==> config.mk <==
export PLATFORM = sky130hd
export DESIGN_NAME = ulpi_phy_core
export DESIGN_NICKNAME = d
export VERILOG_FILES = /design/src/rtl/ulpi_phy_pkg.sv /design/src/rtl/pin_sync.sv /design/src/rtl/tx_fifo.sv /design/src/rtl/ulpi_phy_core.sv
export SDC_FILE = /design/constraint.sdc
export NUM_CORES = 1
export LEC_CHECK = 0
export BUFFER_PORTS_ARGS = -buffer_cell sky130_fd_sc_hd__clkbuf_2
export CORE_MARGIN = 2
export CORE_UTILIZATION = 40
export DETAILED_ROUTE_END_ITERATION = 8
export PLACE_DENSITY_LB_ADDON = 0.08
export SYNTH_ARGS = -nofsm -noshare
export SYNTH_HDL_FRONTEND = slang
export SYNTH_SLANG_ARGS = --single-unit
==> constraint.sdc <==
create_clock -name sys_clk_i -period 2.85 [get_ports sys_clk_i]
set_input_delay 0.285 -clock sys_clk_i [delete_from_list [all_inputs] [get_ports sys_clk_i]]
set_output_delay 0.285 -clock sys_clk_i [all_outputs]
set_load 0.005 [all_outputs]
==> src/rtl/ulpi_phy_pkg.sv <==
package ulpi_phy_pkg;

    // operation mode encodings
    localparam logic [1:0] OPERATION_MODE_NORMAL  = 2'h0;
    localparam logic [1:0] OPERATION_MODE_NODRIVE = 2'h1;
    localparam logic [1:0] OPERATION_MODE_RAW     = 2'h2;
    localparam logic [1:0] OPERATION_MODE_NOSYNC  = 2'h3;

    // data values seen with the stop strobe, and the start-of-frame pid
    localparam logic [7:0] STP_EOP_NOSTUFF = 8'hfe;
    localparam logic [7:0] STP_EOP_NONE    = 8'h00;
    localparam logic [7:0] PID_SOF         = 8'ha5;

    // receive command vbus and rx event field encodings
    localparam logic [1:0] VBUS_ENC_VALID   = 2'h3;
    localparam logic [1:0] VBUS_ENC_SESSION = 2'h2;
    localparam logic [1:0] VBUS_ENC_MID     = 2'h1;
    localparam logic [1:0] VBUS_ENC_END     = 2'h0;
    localparam logic [1:0] RX_EVENT_NONE    = 2'h0;

    localparam logic SUSPEND_LOW_RST = 1'b1;
    localparam int   FIFO_DEPTH      = 16;
    localparam int   SYNC_STAGES     = 3;

    typedef enum logic [1:0] {EOP_NORMAL, EOP_NOSTUFF, EOP_NONE, EOP_LONG}
        eop_e;
    typedef enum logic [1:0] {SER_OFF, SER_SIX, SER_THREE} serial_e;

    typedef struct packed {
        logic [7:0] data;
        logic       first;
        logic       last;
        eop_e       eop;
    } tx_word_s;

    typedef struct packed {
        logic [1:0] line_state;
        logic       vbus_valid;
        logic       session_valid;
        logic       session_end;
        logic       id;
    } sense_s;

    localparam int TX_WORD_W = $bits(tx_word_s);
    localparam int SENSE_W   = $bits(sense_s);

endpackage : ulpi_phy_pkg

==> src/rtl/pin_sync.sv <==
`timescale 1ns/10ps
`default_nettype none
module pin_sync
    import ulpi_phy_pkg::*;
#(
    parameter int W = 1
) (
    input  wire logic         sys_clk_i, // clock
    input  wire logic         rst_n_i,   // sync reset, active low
    input  wire logic         ce_i,      // clock enable
    input  wire logic [W-1:0] d_i,       // raw pin levels
    output logic      [W-1:0] q_o        // settled levels
);
    logic [SYNC_STAGES-1:0][W-1:0] stage;
    logic [SYNC_STAGES-1:0][W-1:0] next_stage;
    logic [W-1:0]                  next_q;

    // only the second and third stages are compared
    always_comb begin
        next_stage = {stage[SYNC_STAGES-2:0], d_i};
        next_q     = (stage[1] == stage[2]) ? stage[2] : q_o;
    end

    always_ff @(posedge sys_clk_i) begin
        if (!rst_n_i) begin
            stage <= '0;
            q_o   <= '0;
        end else if (ce_i) begin
            stage <= next_stage;
            q_o   <= next_q;
        end
    end
endmodule : pin_sync
`default_nettype wire

==> src/rtl/tx_fifo.sv <==
`timescale 1ns/10ps
`default_nettype none
module tx_fifo
    import ulpi_phy_pkg::*;
#(
    parameter int W     = 8,
    parameter int DEPTH = 16
) (
    input  wire logic                       sys_clk_i,   // clock
    input  wire logic                       rst_n_i,     // sync reset
    input  wire logic                       ce_i,        // clock enable
    input  wire logic                       in_valid_i,  // write request
    output logic                            in_ready_o,  // not full
    input  wire logic [W-1:0]               in_data_i,   // write word
    output logic                            out_valid_o, // not empty
    input  wire logic                       out_ready_i, // reader takes
    output logic      [W-1:0]               out_data_o,  // head word
    output logic      [$clog2(DEPTH+1)-1:0] level_o      // words held
);
    localparam int AW = $clog2(DEPTH);
    localparam int LW = $clog2(DEPTH+1);

    logic [DEPTH-1:0][W-1:0] mem;
    logic [DEPTH-1:0][W-1:0] next_mem;
    logic [AW-1:0]           wr_ptr;
    logic [AW-1:0]           rd_ptr;
    logic [AW-1:0]           next_wr;
    logic [AW-1:0]           next_rd;
    logic [LW-1:0]           next_level;
    logic                    push;
    logic                    pop;

    assign in_ready_o  = (level_o != LW'(DEPTH));
    assign out_valid_o = (level_o != '0);
    assign out_data_o  = mem[rd_ptr];

    always_comb begin
        push       = in_valid_i && in_ready_o;
        pop        = out_valid_o && out_ready_i;
        next_mem   = mem;
        next_wr    = wr_ptr;
        next_rd    = rd_ptr;
        next_level = level_o;
        if (push) begin
            next_mem[wr_ptr] = in_data_i;
            next_wr = (wr_ptr == AW'(DEPTH-1)) ? '0 : wr_ptr + 1'b1;
        end
        if (pop) begin
            next_rd = (rd_ptr == AW'(DEPTH-1)) ? '0 : rd_ptr + 1'b1;
        end
        if (push && !pop) begin
            next_level = level_o + 1'b1;
        end else if (pop && !push) begin
            next_level = level_o - 1'b1;
        end
    end

    always_ff @(posedge sys_clk_i) begin
        if (!rst_n_i) begin
            mem     <= '0;
            wr_ptr  <= '0;
            rd_ptr  <= '0;
            level_o <= '0;
        end else if (ce_i) begin
            mem     <= next_mem;
            wr_ptr  <= next_wr;
            rd_ptr  <= next_rd;
            level_o <= next_level;
        end
    end
endmodule : tx_fifo
`default_nettype wire

==> src/rtl/ulpi_phy_core.sv <==
`timescale 1ns/10ps
`default_nettype none
module ulpi_phy_core
    import ulpi_phy_pkg::*;
#(
    parameter int DEPTH = FIFO_DEPTH
) (
    input  wire logic       sys_clk_i,            // 25 MHz clock
    input  wire logic       rst_n_i,              // sync reset, active low
    input  wire logic       ce_i,                 // clock enable
    input  wire logic       ulpi_stp_i,           // stop strobe from link
    input  wire logic [7:0] ulpi_data_i,          // data bus from link
    output logic      [7:0] ulpi_data_o,          // data bus to link
    output logic            ulpi_data_oe_o,       // phy drives data bus
    output logic            ulpi_dir_o,           // bus direction
    output logic            ulpi_nxt_o,           // byte accepted
    input  wire logic [1:0] operation_mode_i,     // encoding style
    input  wire logic       dplus_pulldown_en_i,  // host pull-down d+
    input  wire logic       dminus_pulldown_en_i, // host pull-down d-
    input  wire logic       id_sense_pullup_en_i, // id sensing on
    input  wire logic       six_wire_serial_en_i, // six-wire serial
    input  wire logic       three_wire_serial_en_i, // three-wire serial
    input  wire logic       suspend_enter_i,      // link writes suspend-low 0
    input  wire logic [1:0] bus_line_state_i,     // raw line state pins
    input  wire logic       vbus_valid_cmp_i,     // comparator pin
    input  wire logic       session_valid_cmp_i,  // comparator pin
    input  wire logic       session_end_cmp_i,    // comparator pin
    input  wire logic       id_pin_i,             // id level pin
    output logic            suspend_low_o,        // 0 while in low power
    output logic            low_power_o,          // low-power state
    output logic            sync_en_o,            // add sync and eop
    output logic            stuff_en_o,           // bit stuffing on
    output logic            nrzi_en_o,            // nrzi encoding on
    output serial_e         serial_mode_o,        // serial mode select
    output tx_word_s        tx_word_o,            // word to serializer
    output logic            tx_valid_o,           // tx_word_o valid
    input  wire logic       tx_ready_i            // serializer takes word
);
    localparam int LW = $clog2(DEPTH+1);

    typedef enum logic [1:0] {BUS_IDLE, BUS_TURN, BUS_DRIVE, BUS_LOWPWR}
        bus_e;
    typedef enum logic [1:0] {TX_IDLE, TX_CMD, TX_DATA} tx_e;

    sense_s        sense_raw;
    sense_s        sense;
    sense_s        reported;
    sense_s        reported_prev;
    sense_s        next_prev;
    logic          sense_chg;
    logic [1:0]    vbus_enc;

    bus_e          bus;
    bus_e          next_bus;
    logic          next_dir;
    logic          next_oe;
    logic [7:0]    next_data;
    logic          rx_pending;
    logic          next_pending;
    logic          next_susp;
    logic          next_lp;
    logic          take_bus;
    logic          dir_prev;
    logic          next_dir_prev;

    tx_e           tx;
    tx_e           next_tx;
    logic          next_nxt;
    logic          first;
    logic          next_first;
    logic          sof_pid;
    logic          next_sof;
    logic          space;
    logic          host_mode;
    logic          push;
    tx_word_s      push_word;
    eop_e          end_eop;

    logic          fifo_out_valid;
    logic          fifo_out_ready;
    logic [TX_WORD_W-1:0] fifo_out;
    logic [LW-1:0] fifo_level;
    logic          fifo_in_ready;

    logic          next_sync;
    logic          next_stuff;
    serial_e       next_serial;
    tx_word_s      next_word;
    logic          next_valid;

    assign sense_raw = '{line_state: bus_line_state_i,
                         vbus_valid: vbus_valid_cmp_i,
                         session_valid: session_valid_cmp_i,
                         session_end: session_end_cmp_i,
                         id: id_pin_i};

    pin_sync #(.W(SENSE_W)) u_sync (
        .sys_clk_i (sys_clk_i),
        .rst_n_i   (rst_n_i),
        .ce_i      (ce_i),
        .d_i       (sense_raw),
        .q_o       (sense)
    );

    tx_fifo #(.W(TX_WORD_W), .DEPTH(DEPTH)) u_fifo (
        .sys_clk_i   (sys_clk_i),
        .rst_n_i     (rst_n_i),
        .ce_i        (ce_i),
        .in_valid_i  (push),
        .in_ready_o  (fifo_in_ready),
        .in_data_i   (push_word),
        .out_valid_o (fifo_out_valid),
        .out_ready_i (fifo_out_ready),
        .out_data_o  (fifo_out),
        .level_o     (fifo_level)
    );

    // id is only reported while its pull-up is on
    always_comb begin
        reported    = sense;
        reported.id = sense.id & id_sense_pullup_en_i;
        sense_chg   = (reported != reported_prev);
        if (reported.vbus_valid) begin
            vbus_enc = VBUS_ENC_VALID;
        end else if (reported.session_valid) begin
            vbus_enc = VBUS_ENC_SESSION;
        end else if (reported.session_end) begin
            vbus_enc = VBUS_ENC_END;
        end else begin
            vbus_enc = VBUS_ENC_MID;
        end
    end

    assign take_bus = rx_pending || suspend_enter_i;

    // bus ownership and turnaround
    always_comb begin
        next_bus     = bus;
        next_dir     = ulpi_dir_o;
        next_oe      = ulpi_data_oe_o;
        next_data    = ulpi_data_o;
        next_pending = rx_pending | sense_chg;
        next_susp    = suspend_low_o;
        next_lp      = low_power_o;
        case (bus)
            BUS_IDLE: begin
                if (take_bus && tx == TX_IDLE) begin
                    next_bus = BUS_TURN;
                    next_dir = 1'b1;
                    if (suspend_enter_i) begin
                        next_susp = 1'b0;
                    end
                end
            end
            BUS_TURN: begin
                next_oe = 1'b1;
                if (!suspend_low_o) begin
                    next_bus  = BUS_LOWPWR;
                    next_lp   = 1'b1;
                    next_data = {6'h00, reported.line_state};
                end else begin
                    next_bus     = BUS_DRIVE;
                    next_pending = sense_chg;
                    next_data    = {1'b0, reported.id, RX_EVENT_NONE,
                                    vbus_enc, reported.line_state};
                end
            end
            BUS_DRIVE: begin
                next_bus  = BUS_IDLE;
                next_dir  = 1'b0;
                next_oe   = 1'b0;
                next_data = 8'h00;
            end
            BUS_LOWPWR: begin
                next_data = {6'h00, reported.line_state};
                if (ulpi_stp_i) begin
                    next_bus  = BUS_IDLE;
                    next_dir  = 1'b0;
                    next_oe   = 1'b0;
                    next_data = 8'h00;
                    next_lp   = 1'b0;
                    next_susp = 1'b1;
                end
            end
            default: begin
                next_bus = BUS_IDLE;
                next_dir = 1'b0;
                next_oe  = 1'b0;
            end
        endcase
    end

    always_ff @(posedge sys_clk_i) begin
        if (!rst_n_i) begin
            bus            <= BUS_IDLE;
            ulpi_dir_o     <= 1'b0;
            ulpi_data_oe_o <= 1'b0;
            ulpi_data_o    <= 8'h00;
            rx_pending     <= 1'b0;
            dir_prev       <= 1'b0;
            suspend_low_o  <= SUSPEND_LOW_RST;
            low_power_o    <= 1'b0;
            reported_prev  <= '0;
        end else if (ce_i) begin
            bus            <= next_bus;
            ulpi_dir_o     <= next_dir;
            ulpi_data_oe_o <= next_oe;
            ulpi_data_o    <= next_data;
            rx_pending     <= next_pending;
            dir_prev       <= next_dir_prev;
            suspend_low_o  <= next_susp;
            low_power_o    <= next_lp;
            reported_prev  <= next_prev;
        end
    end

    assign next_prev = reported;
    assign next_dir_prev = ulpi_dir_o;
    assign host_mode = dplus_pulldown_en_i && dminus_pulldown_en_i;
    // two spare words cover the nxt lag and the closing word
    assign space     = (fifo_level < LW'(DEPTH-2));

    // end-of-packet style chosen at the stop strobe
    always_comb begin
        end_eop = EOP_NORMAL;
        if (operation_mode_i == OPERATION_MODE_RAW) begin
            end_eop = host_mode ? EOP_NORMAL : EOP_NONE;
        end else if (operation_mode_i == OPERATION_MODE_NOSYNC) begin
            if (ulpi_data_i == STP_EOP_NONE) begin
                end_eop = EOP_NONE;
            end else if (ulpi_data_i == STP_EOP_NOSTUFF) begin
                end_eop = EOP_NOSTUFF;
            end else if (sof_pid) begin
                end_eop = EOP_LONG;
            end
        end
    end

    // transmit intake from the link
    always_comb begin
        next_tx    = tx;
        next_nxt   = 1'b0;
        next_first = first;
        next_sof   = sof_pid;
        push       = 1'b0;
        push_word  = '{data: ulpi_data_i, first: first, last: 1'b0,
                       eop: EOP_NORMAL};
        case (tx)
            TX_IDLE: begin
                // the link drives again only a cycle after dir falls
                if (bus == BUS_IDLE && !take_bus && !ulpi_dir_o &&
                    !dir_prev && ulpi_data_i != 8'h00) begin
                    next_tx  = TX_CMD;
                    next_nxt = space;
                    next_sof = 1'b0;
                end
            end
            TX_CMD: begin
                if (ulpi_stp_i) begin
                    next_tx = TX_IDLE;
                end else begin
                    next_nxt = space;
                    if (ulpi_nxt_o) begin
                        next_tx    = TX_DATA;
                        next_first = 1'b1;
                    end
                end
            end
            TX_DATA: begin
                if (ulpi_stp_i) begin
                    next_tx        = TX_IDLE;
                    push           = 1'b1;
                    push_word.last = 1'b1;
                    push_word.eop  = end_eop;
                end else begin
                    next_nxt = space;
                    if (ulpi_nxt_o) begin
                        push       = 1'b1;
                        next_first = 1'b0;
                        if (first && ulpi_data_i == PID_SOF) begin
                            next_sof = 1'b1;
                        end
                    end
                end
            end
            default: next_tx = TX_IDLE;
        endcase
    end

    always_ff @(posedge sys_clk_i) begin
        if (!rst_n_i) begin
            tx         <= TX_IDLE;
            ulpi_nxt_o <= 1'b0;
            first      <= 1'b0;
            sof_pid    <= 1'b0;
        end else if (ce_i) begin
            tx         <= next_tx;
            ulpi_nxt_o <= next_nxt;
            first      <= next_first;
            sof_pid    <= next_sof;
        end
    end

    // mode decode and registered output stage toward the serializer
    assign fifo_out_ready = !tx_valid_o || tx_ready_i;

    always_comb begin
        next_sync  = (operation_mode_i != OPERATION_MODE_NOSYNC) &&
                     (operation_mode_i != OPERATION_MODE_RAW);
        next_stuff = (operation_mode_i != OPERATION_MODE_RAW);
        if (six_wire_serial_en_i) begin
            next_serial = SER_SIX;
        end else if (three_wire_serial_en_i) begin
            next_serial = SER_THREE;
        end else begin
            next_serial = SER_OFF;
        end
        next_word  = tx_word_o;
        next_valid = tx_valid_o && !tx_ready_i;
        if (fifo_out_valid && fifo_out_ready) begin
            next_word  = tx_word_s'(fifo_out);
            next_valid = 1'b1;
        end
    end

    always_ff @(posedge sys_clk_i) begin
        if (!rst_n_i) begin
            sync_en_o     <= 1'b1;
            stuff_en_o    <= 1'b1;
            nrzi_en_o     <= 1'b1;
            serial_mode_o <= SER_OFF;
            tx_word_o     <= '0;
            tx_valid_o    <= 1'b0;
        end else if (ce_i) begin
            sync_en_o     <= next_sync;
            stuff_en_o    <= next_stuff;
            nrzi_en_o     <= next_stuff;
            serial_mode_o <= next_serial;
            tx_word_o     <= next_word;
            tx_valid_o    <= next_valid;
        end
    end
endmodule : ulpi_phy_core
`default_nettype wire

==> run metrics <==
crit path buf inv count 1; largest net degree at the start of global routing 130; wire per inst around 19 um; Post-DRT Antenna Nets 0; Leakage Power 4.680 nW; Placed Area approximately 13000 um^2; synthesized cell area ~12000 um^2; die height 180.1 um; Bufs on Longest Clock Path 3; RePlAce Congestion ~0.77; die width between 150 and 200 um; min cycle time layout 2.641 ns; # clock sinks 270; syn avg cell area 10.05 um^2; Final Net Count approximately 1300; Setup Viol. Count Final 0; Starting DRT DRC Count 458; most common cell after layout, fill and taps aside dfxtp_1; Peak supply drop 630.5 uV; crit path capture type flop; post-DR vias/cell 5.245; Worst R2R Path Depth 9; CP Launch Point u_fifo.level_o[2]$_SDFFE_PN0P_; share of cells above drive strength 1 0.1590; full die area approximately 32000 um^2; Fill cells around 3000; total gr overflow 0; # rows 64; Least-Margin Pin Slew approximately 1.3 ns; Setup CP Type flop to flop; root buffer cell clkbuf_16; dpl cells around 1600; P&R area growth vs syn 13.81%; Antenna Cells 0; Worst-Skew Late Latency 0.57 ns; cell area after layout between 10000 and 15000 um^2; Top Family by Delay on Critical Path adder cells; cell depth of the worst setup path 9; antenna violations before repair 0; post_cts resized 0; Port Buffers 54; pre-CTS WS approximately 0.21 ns; RSZ-0062 raised after global routing no; crit-path cells or4_1 -> o21ai_0 -> ha_1 -> inv_1 -> fa_1 -> a21o_1 -> a21oi_1 -> mux2i_1 -> mux2i_1; PD cells 676.2 nW/um^2; H-tree depth 1; crit start category flop; drt drc 0; Tot Pwr about 9.5 mW; ys async rst share 0; worst-path fanout max 5; hpwl dp between 20000 and 25000 um; sequential area share after synthesis 0.4357; number of flops mapped to enable cells by yosys 0; IO Count 58; Top cell by count, worst path mux2i_1; Core Area between 30000 and 40000 um^2; hold path cells 4; first-pass GRT wire length ~50000 um; final worst-path cycle share 0.9267; Critical Path Max Stage Delay 0.53 ns; ys flop type dfxtp_1; CTS tree yes; relative slew slack 0.1491; Initial Utilization 0.4056; RR Startpoint u_fifo.level_o[2]$_SDFFE_PN0P_; final hold vios 0; Seq cells post-synth 270; FF-to-FF End u_fifo.level_o[4]$_SDFFE_PN0P_; Post-CTS Setup Repair Bufs 0; run status completed; Max Cap Violations 0; Worst EP required 3.34 ns; Critical Path Sink u_fifo.level_o[4]$_SDFFE_PN0P_; max-slew violation count 0; drt pass-1 iters 5; Post-Route Setup TNS 0 ns; post-cts hold buffer count 10; vias after detailed routing about 8800; total wire length between 30000 and 40000 um; Worst Slack Setup Final 0.2090 ns; Fmax between 300 and 400 MHz; WP data arrival ~3.1 ns; Critical-path top delay cell or4_1; vias in the first global route slightly below 9000; post-layout util 0.4616; leading cell types in the layout, fill and taps excluded dfxtp_1 (267), mux2i_1 (255), nor2_1 (205); Synth cell types 60; r2r setup slk ~0.21 ns; YS warnings 0; Hold Worst Slack 0.03257 ns; Setup Skew approximately 0.029 ns; Gate Count Post-Synth 1234; GRT Total Usage 0.1924; cts bufs inserted 31; Clock Pin Slew Worst Setup and Hold Paths 0.06 ns; HP Class input port to flop; final non-filler cell total around 1700
-- flip-flops by register name, indices dropped and copies added, names as in the netlist, 2 cells and up --
register,count
u_fifo.wr_ptr,4
u_sync.next_stage,12
tx_word_o,12
tx,2
ulpi_data_o,5
bus,2
u_sync.stage,6
u_fifo.rd_ptr,4
u_fifo.level_o,5
u_sync.q_o,6
serial_mode_o,2
reported_prev,6
u_fifo.mem,192
-- final cells by class --
| class | instances | area, um^2 | area share |
|---|---|---|---|
| Multi-Input combinational cell | 837 | 6364 | 0.4507 |
| Sequential cell | 270 | 5411 | 0.3833 |
| Clock buffer | 45 | 898.4 | 0.06362 |
| Timing Repair Buffer | 111 | 748.2 | 0.05299 |
| Tap cell | 396 | 495.5 | 0.03509 |
| Clock inverter | 13 | 148.9 | 0.01054 |
| Inverter | 13 | 53.80 | 0.003810 |
-- where the power goes --
part	switching [mW]	total [mW]	leakage, nW	internal, mW
Combinational	0.878	1.42	1.98	0.542
Clock	1.60	4.05	0.515	2.45
Sequential	0.175	4.08	2.18	3.91
Total	2.65	9.55	4.68	6.90
-- Yosys cell counts, types with 15 or more instances --
library cell,n,area (um^2)
nor2_1,205,769.5
mux2i_1,255,2552
clkbuf_1,59,221.5
nand2_1,85,319.1
o22ai_1,42,262.8
a2111oi_4,16,440.4
dfxtp_1,270,5405
buf_2,25,125.1
mux4_2,24,540.5
nand3_1,15,75.07
o21ai_0,30,150.1
a21oi_1,28,140.1
-- logic make-up after synthesis --
family | synth area share
adder cells (fa/ha/maj) | 0.01472
AO/OA/AOI/OAI | 0.1145
XOR/XNOR | 0.01200
flip-flops | 0.4357
AND/OR/NAND/NOR | 0.1204
other | 0.0003023
multiplexers | 0.2493
buffers and inverters | 0.05315
-- worst min path at each step --
| stage | start | endpoint | slack, ns |
|---|---|---|---|
| after floorplan | u_fifo.mem[49]$_SDFFE_PN0P_ | u_fifo.mem[49]$_SDFFE_PN0P_ | 0.43 |
| after global placement | u_fifo.mem[85]$_SDFFE_PN0P_ | u_fifo.mem[85]$_SDFFE_PN0P_ | 0.44 |
| after detailed placement | ulpi_data_o[2]$_SDFFE_PN0P_ | ulpi_data_o[2]$_SDFFE_PN0P_ | 0.45 |
| after CTS | operation_mode_i[1] | sync_en_o$_SDFFE_PN1P_ | 0.01 |
| after global routing | operation_mode_i[1] | sync_en_o$_SDFFE_PN1P_ | 0.05 |
| final | operation_mode_i[1] | sync_en_o$_SDFFE_PN1P_ | 0.03 |
-- per-layer routing --
| metal | part of all wire | wire length, um | GRT usage |
|---|---|---|---|
| met5 | 0 | 0 | 0 |
| met4 | 0.019 | 588 | 0.03903 |
| met3 | 0.034 | 1085 | 0.02850 |
| met2 | 0.45 | 14270 | 0.3139 |
| met1 | 0.50 | 15750 | 0.2714 |
-- worst reg2reg max path, delay by kind of cell (launching register included) --
family	cells	cell delay, ns
fa+ha+maj	2	0.61
buf+inv	1	0.11
compound gates	3	0.54
flops	1	0.35
simple gates	1	0.53
mux	2	0.44
No activity file was read; power rests on OpenSTA's default activity.
